==> config.mk <==
export PLATFORM = sky130hd
export DESIGN_NAME = cssc_clock_control
export DESIGN_NICKNAME = d
export VERILOG_FILES = /design/src/pkg/cssc_pkg.sv /design/src/verilog/cssc_clock_control.sv
export SDC_FILE = /design/constraint.sdc
export NUM_CORES = 1
export LEC_CHECK = 0
export BUFFER_PORTS_ARGS = -buffer_cell sky130_fd_sc_hd__buf_2
export CORE_MARGIN = 2
export CORE_UTILIZATION = 52
export CTS_BUF_LIST = sky130_fd_sc_hd__clkbuf_8 sky130_fd_sc_hd__clkbuf_16
export DETAILED_ROUTE_END_ITERATION = 12
export PLACE_DENSITY = 0.83
export SLEW_MARGIN = 40
export SYNTH_ARGS = -nofsm -noshare
export SYNTH_HDL_FRONTEND = slang
export SYNTH_SLANG_ARGS = --single-unit
==> constraint.sdc <==
create_clock -name pclk -period 3.64 [get_ports pclk]
set_clock_uncertainty 0.15 [all_clocks]
set_input_delay 1.092 -clock pclk [delete_from_list [all_inputs] [get_ports pclk]]
set_output_delay 1.092 -clock pclk [all_outputs]
set_load 0.05 [all_outputs]
==> src/pkg/cssc_pkg.sv <==
// Constants, field layouts and enumerations for the clock source and start-up control block
package cssc_pkg;
   // APB register byte offsets
   localparam logic [11:0] CSSC_CTRL_OFS = 12'h000;
   localparam logic [11:0] CSSC_STATUS_OFS = 12'h004;
   localparam logic [11:0] CSSC_FUSE_OFS = 12'h008;
   localparam logic [11:0] CSSC_TRIM_OFS = 12'h00c;
   // Control register fields
   localparam int CSSC_CTRL_MODE_LSB = 0;
   localparam int CSSC_CTRL_GO_BIT = 8;
   // Status register fields
   localparam int CSSC_STAT_STATE_LSB = 0;
   localparam int CSSC_STAT_DONE_BIT = 8;
   localparam int CSSC_STAT_EN_LSB = 9;
   // Fuse readback fields
   localparam int CSSC_FUSE_SRC_LSB = 0;
   localparam int CSSC_FUSE_SUT_LSB = 4;
   localparam int CSSC_FUSE_AMP_BIT = 6;
   // Unprogrammed fuse defaults (one means unprogrammed)
   localparam logic [3:0] CSSC_SRC_DEFAULT = 4'h1;
   localparam logic [1:0] CSSC_SUT_DEFAULT = 2'h2;
   localparam logic CSSC_AMP_DEFAULT = 1'b1;
   localparam logic [7:0] CSSC_TRIM_RESET = 8'h00;
   // Clock source field boundaries
   localparam logic [3:0] CSSC_XTAL_MIN = 4'ha;
   localparam logic [3:0] CSSC_LFXTAL_CODE = 4'h9;
   localparam logic [3:0] CSSC_EXTRC_MIN = 4'h5;
   localparam logic [3:0] CSSC_INTRC_MIN = 4'h1;
   // Source cycle counts for wake start-up
   localparam int CSSC_CK_6 = 6;
   localparam int CSSC_CK_18 = 18;
   localparam int CSSC_CK_258 = 258;
   localparam int CSSC_CK_1K = 1024;
   localparam int CSSC_CK_16K = 16384;
   localparam int CSSC_CK_32K = 32768;
   // Watchdog oscillator cycles of the reset delay
   localparam int CSSC_WDT_SHORT = 4096;
   localparam int CSSC_WDT_LONG = 65536;
   // Crystal frequency range codes
   localparam logic [2:0] CSSC_RANGE_NONE = 3'h0;
   localparam logic [2:0] CSSC_RANGE_0P4 = 3'h1;
   localparam logic [2:0] CSSC_RANGE_0P9 = 3'h2;
   localparam logic [2:0] CSSC_RANGE_3P0 = 3'h3;
   localparam logic [2:0] CSSC_RANGE_WIDE = 3'h4;
   // Selected clock source kind
   typedef enum logic [2:0] {
      CSSC_SRC_XTAL = 3'h0, CSSC_SRC_LFXTAL = 3'h1, CSSC_SRC_EXTRC = 3'h2,
      CSSC_SRC_INTRC = 3'h3, CSSC_SRC_EXTCLK = 3'h4
   } cssc_src_t;
   // Wake start-up length code
   typedef enum logic [2:0] {
      CSSC_W6 = 3'h0, CSSC_W18 = 3'h1, CSSC_W258 = 3'h2,
      CSSC_W1K = 3'h3, CSSC_W16K = 3'h4, CSSC_W32K = 3'h5
   } cssc_wake_t;
   // Reset delay code
   typedef enum logic [1:0] {
      CSSC_DLY_NONE = 2'h0, CSSC_DLY_SHORT = 2'h1, CSSC_DLY_LONG = 2'h2
   } cssc_dly_t;
   // Sleep modes
   typedef enum logic [2:0] {
      CSSC_M_IDLE = 3'h0, CSSC_M_ADCNR = 3'h1, CSSC_M_PDOWN = 3'h2, CSSC_M_PSAVE = 3'h3,
      CSSC_M_STANDBY = 3'h6, CSSC_M_EXTSTBY = 3'h7
   } cssc_mode_t;
   // Sequencer states, one-hot
   typedef enum logic [5:0] {
      CSSC_ST_FUSE = 6'h01, CSSC_ST_SRC = 6'h02, CSSC_ST_WDT = 6'h04,
      CSSC_ST_RUN = 6'h08, CSSC_ST_SLEEP = 6'h10, CSSC_ST_SPARE = 6'h20
   } cssc_state_t;
endpackage

==> src/verilog/cssc_clock_control.sv <==
// Clock source decode, start-up sequencing and clock domain gating with APB registers
`timescale 1ns/1ps

// What this block does
// - Stop unused domain clocks per sleep mode
// - Core clock off freezes core state
// - Async interrupt detect while peripheral clock stopped
// - Two-wire address match stays asynchronous
// - Program memory clock follows core clock
// - Async timer domain runs in idle, noise-reduction, power-save and extended standby sleep
// - Converter domain alive in noise-reduction sleep
// - Decode four-bit clock source field
// - Fuse one unprogrammed, zero programmed
// - Count source start-up on deep wake
// - Add watchdog-oscillator delay after reset
// - Defaults: internal RC, longest start-up
// - Crystal range from bits three to one
// - Bank bit plus start-up field pick timing
// - Bank zero: 258 or 1K cycles
// - Bank one: 1K or 16K cycles
// - Internal RC nominal frequency per code
// - Load factory trim on the first edge after reset release
module cssc_clock_control #(
   parameter int CK_16K = cssc_pkg::CSSC_CK_16K,
   parameter int CK_32K = cssc_pkg::CSSC_CK_32K,
   parameter int WDT_SHORT = cssc_pkg::CSSC_WDT_SHORT,
   parameter int WDT_LONG = cssc_pkg::CSSC_WDT_LONG
) (
   input wire logic pclk,
   input wire logic presetn,
   input wire logic psel,
   input wire logic penable,
   input wire logic pwrite,
   input wire logic [11:0] paddr,
   input wire logic [31:0] pwdata,
   output logic [31:0] prdata,
   output logic pready,
   output logic pslverr,
   input wire logic [3:0] fuse_clock_source_select,
   input wire logic [1:0] fuse_startup_time_select,
   input wire logic fuse_amplifier_option,
   input wire logic [7:0] factory_trim,
   input wire logic source_tick,
   input wire logic watchdog_tick,
   input wire logic wake_event,
   output logic core_clock_en,
   output logic peripheral_clock_en,
   output logic program_memory_clock_en,
   output logic async_timer_clock_en,
   output logic converter_clock_en,
   output logic async_wake_logic_en,
   output cssc_pkg::cssc_src_t clock_source_kind,
   output logic [2:0] crystal_range,
   output logic [1:0] internal_rc_freq,
   output logic [7:0] oscillator_trim,
   output logic startup_done
);
   import cssc_pkg::*;

   // Counters hold the largest count; wider values cannot be served
   localparam int CW = 17;
   if (CK_16K < 1 || CK_32K < 1 || WDT_SHORT < 1 || WDT_LONG < 1 ||
       CK_32K >= 2**CW || WDT_LONG >= 2**CW) begin : g_bad_count
      $error("cssc_clock_control: count parameter out of range");
   end

   ////////////////////////////////////////////////////////////////////////////
   // State
   cssc_state_t state, next_state;
   logic from_reset, next_from_reset;        // Start-up follows a reset
   logic [CW-1:0] count, next_count;         // Down counter, source or watchdog
   logic [3:0] clock_source_select;          // Sampled fuse fields
   logic [1:0] startup_time_select;
   logic amplifier_option;
   logic [3:0] next_clock_source_select;
   logic [1:0] next_startup_time_select;
   logic next_amplifier_option;
   logic [2:0] sleep_mode, next_sleep_mode;  // Mode used at sleep entry
   logic [7:0] next_oscillator_trim;
   logic [4:0] domain_en, next_domain_en;    // core, periph, progmem, async, conv
   logic [31:0] next_prdata;
   logic next_pslverr;
   logic crystal_startup_bank;
   cssc_src_t src_kind;
   cssc_wake_t wake_code;
   cssc_dly_t dly_code;
   logic [CW-1:0] wake_len, dly_len;
   logic mapped, wr_access, go_req;

   ////////////////////////////////////////////////////////////////////////////
   // Fuse decode
   assign crystal_startup_bank = clock_source_select[0];

   // all-ones means unprogrammed, compares use raw codes
   always_comb begin
      if (clock_source_select >= CSSC_XTAL_MIN) begin
         src_kind = CSSC_SRC_XTAL;
      end else if (clock_source_select == CSSC_LFXTAL_CODE) begin
         src_kind = CSSC_SRC_LFXTAL;
      end else if (clock_source_select >= CSSC_EXTRC_MIN) begin
         src_kind = CSSC_SRC_EXTRC;
      end else if (clock_source_select >= CSSC_INTRC_MIN) begin
         src_kind = CSSC_SRC_INTRC;
      end else begin
         src_kind = CSSC_SRC_EXTCLK;
      end
   end

   // Start-up table per source; defaults before the case are the six-cycle row with the long delay
   always_comb begin
      wake_code = CSSC_W6;
      dly_code = CSSC_DLY_LONG;
      unique case (src_kind)
         CSSC_SRC_XTAL: begin
            unique case ({crystal_startup_bank, startup_time_select})
               3'h0: begin wake_code = CSSC_W258; dly_code = CSSC_DLY_SHORT; end
               3'h1: begin wake_code = CSSC_W258; dly_code = CSSC_DLY_LONG; end
               3'h2: begin wake_code = CSSC_W1K; dly_code = CSSC_DLY_NONE; end
               3'h3: begin wake_code = CSSC_W1K; dly_code = CSSC_DLY_SHORT; end
               3'h4: begin wake_code = CSSC_W1K; dly_code = CSSC_DLY_LONG; end
               3'h5: begin wake_code = CSSC_W16K; dly_code = CSSC_DLY_NONE; end
               3'h6: begin wake_code = CSSC_W16K; dly_code = CSSC_DLY_SHORT; end
               3'h7: begin wake_code = CSSC_W16K; dly_code = CSSC_DLY_LONG; end
            endcase
         end
         CSSC_SRC_LFXTAL: begin
            wake_code = (startup_time_select[1]) ? CSSC_W32K : CSSC_W1K;
            dly_code = (startup_time_select == 2'h0) ? CSSC_DLY_SHORT : CSSC_DLY_LONG;
         end
         CSSC_SRC_EXTRC: begin
            wake_code = (startup_time_select == 2'h3) ? CSSC_W6 : CSSC_W18;
            unique case (startup_time_select)
               2'h0: dly_code = CSSC_DLY_NONE;
               2'h2: dly_code = CSSC_DLY_LONG;
               default: dly_code = CSSC_DLY_SHORT;
            endcase
         end
         // Internal RC and external clock share the six-cycle rows
         CSSC_SRC_INTRC, CSSC_SRC_EXTCLK: begin
            wake_code = CSSC_W6;
            unique case (startup_time_select)
               2'h0: dly_code = CSSC_DLY_NONE;
               2'h1: dly_code = CSSC_DLY_SHORT;
               default: dly_code = CSSC_DLY_LONG;
            endcase
         end
      endcase
   end

   // Code to cycle counts
   always_comb begin
      unique case (wake_code)
         CSSC_W6: wake_len = CW'(CSSC_CK_6);
         CSSC_W18: wake_len = CW'(CSSC_CK_18);
         CSSC_W258: wake_len = CW'(CSSC_CK_258);
         CSSC_W1K: wake_len = CW'(CSSC_CK_1K);
         CSSC_W16K: wake_len = CW'(CK_16K);
         default: wake_len = CW'(CK_32K);
      endcase
      dly_len = (dly_code == CSSC_DLY_LONG) ? CW'(WDT_LONG) : CW'(WDT_SHORT);
   end

   // crystal range; internal RC frequency select
   // Lowest range is resonator only and 258 rows unfit for crystals configurer's duty
   always_comb begin
      crystal_range = CSSC_RANGE_NONE;
      if (src_kind == CSSC_SRC_XTAL) begin
         if (!amplifier_option) begin
            crystal_range = CSSC_RANGE_WIDE;
         end else begin
            unique case (clock_source_select[3:1])
               3'h5: crystal_range = CSSC_RANGE_0P4;
               3'h6: crystal_range = CSSC_RANGE_0P9;
               default: crystal_range = CSSC_RANGE_3P0;
            endcase
         end
      end
      internal_rc_freq = (src_kind == CSSC_SRC_INTRC) ? 2'(clock_source_select - CSSC_INTRC_MIN) : 2'h0;
   end
   assign clock_source_kind = src_kind;

   ////////////////////////////////////////////////////////////////////////////
   // APB decode
   assign mapped = (paddr == CSSC_CTRL_OFS) || (paddr == CSSC_STATUS_OFS) ||
                   (paddr == CSSC_FUSE_OFS) || (paddr == CSSC_TRIM_OFS);
   assign wr_access = psel && penable && pwrite && mapped;
   assign go_req = wr_access && (paddr == CSSC_CTRL_OFS) && pwdata[CSSC_CTRL_GO_BIT];
   assign pready = 1'b1;

   ////////////////////////////////////////////////////////////////////////////
   // Sequencer and register next values
   always_comb begin
      next_state = state;
      next_from_reset = from_reset;
      next_count = count;
      next_clock_source_select = clock_source_select;
      next_startup_time_select = startup_time_select;
      next_amplifier_option = amplifier_option;
      next_sleep_mode = sleep_mode;
      next_oscillator_trim = oscillator_trim;
      unique case (state)
         // fuses captured once, first edge after reset release
         CSSC_ST_FUSE: begin
            next_clock_source_select = fuse_clock_source_select;
            next_startup_time_select = fuse_startup_time_select;
            next_amplifier_option = fuse_amplifier_option;
            next_oscillator_trim = factory_trim;
            next_state = CSSC_ST_SPARE;
         end
         // One cycle for the decode to settle on the captured fuses
         CSSC_ST_SPARE: begin
            next_count = wake_len;
            next_state = CSSC_ST_SRC;
         end
         // count cycles of the selected source
         CSSC_ST_SRC: begin
            if (source_tick) begin
               next_count = count - CW'(1);
               if (count == CW'(1)) begin
                  next_count = dly_len;
                  // reset path adds the watchdog delay
                  if (from_reset && dly_code != CSSC_DLY_NONE) begin
                     next_state = CSSC_ST_WDT;
                  end else begin
                     next_state = CSSC_ST_RUN;
                     next_from_reset = 1'b0;
                  end
               end
            end
         end
         CSSC_ST_WDT: begin
            if (watchdog_tick) begin
               next_count = count - CW'(1);
               if (count == CW'(1)) begin
                  next_state = CSSC_ST_RUN;
                  next_from_reset = 1'b0;
               end
            end
         end
         // Sleep request loses to a simultaneous wake
         CSSC_ST_RUN: begin
            if (go_req && !wake_event) begin
               next_state = CSSC_ST_SLEEP;
            end
         end
         CSSC_ST_SLEEP: begin
            if (wake_event) begin
               // deep modes restart the source count
               if (sleep_mode == CSSC_M_PDOWN || sleep_mode == CSSC_M_PSAVE) begin
                  next_count = wake_len;
                  next_state = CSSC_ST_SRC;
               end else begin
                  next_state = CSSC_ST_RUN;
               end
            end
         end
         default: next_state = CSSC_ST_FUSE;
      endcase
      // Mode and trim writes; mode is frozen while asleep
      if (wr_access && paddr == CSSC_CTRL_OFS && state != CSSC_ST_SLEEP) begin
         next_sleep_mode = pwdata[CSSC_CTRL_MODE_LSB +: 3];
      end
      if (wr_access && paddr == CSSC_TRIM_OFS && state != CSSC_ST_FUSE) begin
         next_oscillator_trim = pwdata[7:0];
      end
   end

   // Domain enables per state and sleep mode
   always_comb begin
      next_domain_en = 5'h00;
      if (next_state == CSSC_ST_RUN) begin
         next_domain_en = 5'h1f;
      end else if (next_state == CSSC_ST_SLEEP) begin
         // core held off in every sleep mode
         // async timer kept in idle, noise reduction, power-save and extended standby
         // converter kept in idle and noise reduction
         unique case (next_sleep_mode)
            CSSC_M_IDLE: next_domain_en = 5'b01011;
            CSSC_M_ADCNR: next_domain_en = 5'b00011;
            CSSC_M_PSAVE, CSSC_M_EXTSTBY: next_domain_en = 5'b00010;
            default: next_domain_en = 5'b00000;
         endcase
      end
      next_domain_en[2] = next_domain_en[4];
      // start-up states leave every domain gated
   end

   // Read data latched in the setup phase
   always_comb begin
      next_prdata = 32'h0000_0000;
      next_pslverr = 1'b0;
      if (psel && !penable) begin
         next_pslverr = !mapped;
         if (paddr == CSSC_CTRL_OFS) begin
            next_prdata[CSSC_CTRL_MODE_LSB +: 3] = sleep_mode;
         end else if (paddr == CSSC_STATUS_OFS) begin
            next_prdata[CSSC_STAT_STATE_LSB +: 6] = state;
            next_prdata[CSSC_STAT_DONE_BIT] = startup_done;
            next_prdata[CSSC_STAT_EN_LSB +: 5] = domain_en;
         end else if (paddr == CSSC_FUSE_OFS) begin
            next_prdata[CSSC_FUSE_SRC_LSB +: 4] = clock_source_select;
            next_prdata[CSSC_FUSE_SUT_LSB +: 2] = startup_time_select;
            next_prdata[CSSC_FUSE_AMP_BIT] = amplifier_option;
         end else if (paddr == CSSC_TRIM_OFS) begin
            next_prdata[7:0] = oscillator_trim;
         end
      end else begin
         next_prdata = prdata;
         next_pslverr = pslverr;
      end
   end

   ////////////////////////////////////////////////////////////////////////////
   // Registers
   // defaults stand until the fuse capture edge
   always_ff @(posedge pclk or negedge presetn) begin
      if (!presetn) begin
         state <= CSSC_ST_FUSE;
         from_reset <= 1'b1;
         count <= '0;
         clock_source_select <= CSSC_SRC_DEFAULT;
         startup_time_select <= CSSC_SUT_DEFAULT;
         amplifier_option <= CSSC_AMP_DEFAULT;
         sleep_mode <= CSSC_M_IDLE;
         oscillator_trim <= CSSC_TRIM_RESET;
         domain_en <= 5'h00;
         prdata <= 32'h0000_0000;
         pslverr <= 1'b0;
      end else begin
         state <= next_state;
         from_reset <= next_from_reset;
         count <= next_count;
         clock_source_select <= next_clock_source_select;
         startup_time_select <= next_startup_time_select;
         amplifier_option <= next_amplifier_option;
         sleep_mode <= next_sleep_mode;
         oscillator_trim <= next_oscillator_trim;
         domain_en <= next_domain_en;
         prdata <= next_prdata;
         pslverr <= next_pslverr;
      end
   end

   // gating outputs taken from registered enables
   assign core_clock_en = domain_en[4];
   assign peripheral_clock_en = domain_en[3];
   assign program_memory_clock_en = domain_en[2];
   assign async_timer_clock_en = domain_en[1];
   assign converter_clock_en = domain_en[0];
   assign startup_done = (state == CSSC_ST_RUN) || (state == CSSC_ST_SLEEP);
   // asynchronous detectors armed whenever peripheral clock stops
   assign async_wake_logic_en = !domain_en[3];
endmodule

==> results.ini <==
[synthesis]
yosysMostFrequentCell = dfrtp_1
syn_inst = 449
synthTopCellsByArea = dfrtp_1 34%, o21ai_0 5.6%, nand2_1 4.8%
async_flop_share_pct = 100
ys_seq_area_share_pct = 37.5
yosys_warnings = 0
ys.flop_type = dfrtp_1
synth-edff-count = 0
synth_seq_cells = 60
synth_area_per_cell_um2 = 8.96
synth_common_cells = 55 x dfrtp_1, 51 x nand2_1, 45 x o21ai_0, 22 x buf_4, 22 x nor2_1
synth_cell_types = 71
synth_area_um2 = 4020
synth_top_cell_by_area = dfrtp_1
synth_top_area_share_pct = 34.2

[pwr]
intPower_uw = 1810
seq_power_share_pct = 28.8
p_per_area_nw_per_um2 = 781
total_power_uw = 3600
comb_power_share_pct = 53.9
switching_share_pct = 49.7
max-vdd-ir-drop_mv = 0.745
p_sw_uw = 1790
clock_power_share_pct = 17.3
leakagePower_uw = 0.00224

[critical_path]
path_class = reg -> out
start_kind = flop
path_max_fanout = 8
critPathTopFamily = flip-flops
worst_ep_arrival_time_ns = 2.20
path_cells = inv_1, ha_1, nand2b_1, xor2_1, nand2_1, nor2_1, buf_2
slowest_delay_ns = 0.46
crit_slowest_cell = dfrtp_1
worstPathRequired_ns = 2.40
crit_path_end_kind = output port
worst-path-buf-inv = 2

[layout]
diodes = 0
layout-drive-gt1-share_pct = 25.3
nNetsFinal = 598
synthToLayoutAreaGrowth_pct = 14.6
stdcell_count = 627
finish.utilization_pct = 60.6

[grt]
antenna_found_initial = 0
gr-total-overflow = 0
grtUsageTotal_pct = 24.2
grt_pass1_vias = 3443
grt_pass1_wl_um = 16400
grt_start_max_net_pins = 61

[floorplanning]
design.die.area_um2 = 8460
core_area_um2 = 7610
boundaryPins = 124
initial_core_util_pct = 52.9
die_x_um = 92.0
fp-row-count = 32
die_y_um = 92.0

[clock_tree]
ctsHoldBuffers = 0
numCtsBuffers = 9
clock_path_buffers = 2
htree_num_levels = 3
insertion_delay_ns = 0.34
clk_pin_slew_ns = 0.07
cts_tree = built
cts.sinks = 60
root_buffer = clkbuf_8

[sta]
fin_tns_setup_ns = 0
fmax_mhz = 291
finalSetupViolations = 0
tightest_slew_ns = 0.722
hold_viol = 0
maxSlewHeadroom_pct = 51.8
fin_crit_sh_pct = 94.5
maxSlewViolCount = 0
fin_ws_ns = 0.199
rsz0062_at_grt = no
fin_crit_ns = 3.44

[placement]
dp_hpwl_um = 7300
dp.cells = 610
dp_slack_ns = 0.339
port_buffers = 81
gp_congestion = 0.922

[hold_path]
hold_path_class = reg -> reg

[job]
drv_cap = 0

[route]
num_vias = 3642
wl_per_cell_um = 16.0
routed_wl_um = 10000
drc_errors = 0
drt-pass1-iter-count = 5
first_iter_violations = 151
vias_per_cell = 5.81
drtAntennaViolNets = 0

[status]
status = completed

[metal layers]
metal	track usage, %	vias to the layer above	share of wire [%]
met4	8.71	0	1.4
met2	39.0	144	49
met1	32.2	1745	44
met5	0	-	0
met3	5.51	13	5.9
li1	-	1740	-
[kinds of logic after synthesis]
kind of cell | count (synthesis) | share of synthesized area (%)
AND/OR/NAND/NOR | 165 | 21.7
other | 2 | 0.187
XOR/XNOR | 4 | 0.871
buffers and inverters | 67 | 9.02
multiplexers | 18 | 5.53
flip-flops | 60 | 37.5
AO/OA/AOI/OAI | 122 | 21.8
adder cells (fa/ha/maj) | 11 | 3.42
[path summary, 6_finish.rpt]
| path | slack, ns | depth (start not counted) | startpoint | to |
|---|---|---|---|---|
| worst max-delay path | 0.20 | 7 | clock_source_select[1]$_DFFE_PN0P_ | internal_rc_freq[1] |
| worst max register to register | 0.81 | 7 | clock_source_select[0]$_DFFE_PN1P_ | count[12]$_DFFE_PN0P_ |
| min in group asynchronous | 0.67 | 2 | presetn | domain_en[2]$_DFF_PN0_ |
| worst min-delay path | 0.33 | 2 | prdata[6]$_DFFE_PN0P_ | prdata[6]$_DFFE_PN0P_ |
| max in group asynchronous | 2.28 | 2 | presetn | startup_time_select[1]$_DFFE_PN1P_ |
| worst min register to register | 0.33 | 2 | prdata[6]$_DFFE_PN0P_ | prdata[6]$_DFFE_PN0P_ |
[metrics by stage]
stage / area (um^2) / hold WS [ns]
after floorplan: 4100 / 0.322
after global routing: 4610 / 0.345
final: 4610 / 0.326
after CTS: 4600 / 0.331
after detailed placement: 4400 / 0.314
after global placement: 4400 / 0.306
[timing repair]
action	4_1_cts	5_1_grt
buffers inserted	0	1
endpoints found under the setup margin	1	1
endpoints found under the hold margin	0	0
gates resized for setup	1	1
[final cells by class]
cell class	count	area [um^2]
Tap cell	102	128
Sequential cell	60	1510
Clock inverter	5	51.3
Clock buffer	11	151
Multi-Input combinational cell	339	2220
Inverter	21	78.8
Fill cell	689	2990
Timing Repair Buffer	89	472
[worst min-delay path, cell delays in order (launching register included)]
cell and delay (ns):
dfrtp_1 0.34, nand2_1 0.04, o21ai_0 0.05
[cell usage in the layout (no fill, tap or decap), types with 4 or more instances in the layout]
master,netlist,layout
a21oi_1,9,9
a22o_1,9,9
a32oi_1,4,4
and3_1,4,4
buf_2,4,80
buf_4,22,8
clkbuf_8,0,11
conb_1,2,19
dfrtp_1,55,55
dfstp_2,5,5
ha_1,11,11
inv_1,21,22
mux2_2,4,4
mux2i_1,11,11
nand2_1,51,51
nand2b_1,7,7
nand3_1,14,14
nor2_1,22,22
nor2b_1,7,6
nor3_1,20,19
nor4_1,6,6
o21ai_0,45,44
o21ai_1,3,4
o2bb2ai_1,7,7
o311a_1,4,4
or3_1,6,6
or4_1,4,4
[registers in the layout (all words and copies together), names as in the netlist]
name / count
prdata: 13
domain_en: 4
from_reset: 1
state: 6
sleep_mode: 3
oscillator_trim: 8
startup_time_select: 2
pslverr: 1
amplifier_option: 1
clock_source_select: 4
count: 17
[power by group through the flow]
stage          Clock [uW]  Combinational [uW]  Sequential [uW]
3_3_place_gp            0                1850             1050
5_1_grt               661                2140             1060
4_1_cts               627                1910             1040
3_5_place_dp            0                1890             1050
6_report              623                1940             1040
2_1_floorplan           0                1440             1080
No activity file was read; power rests on OpenSTA's default activity.
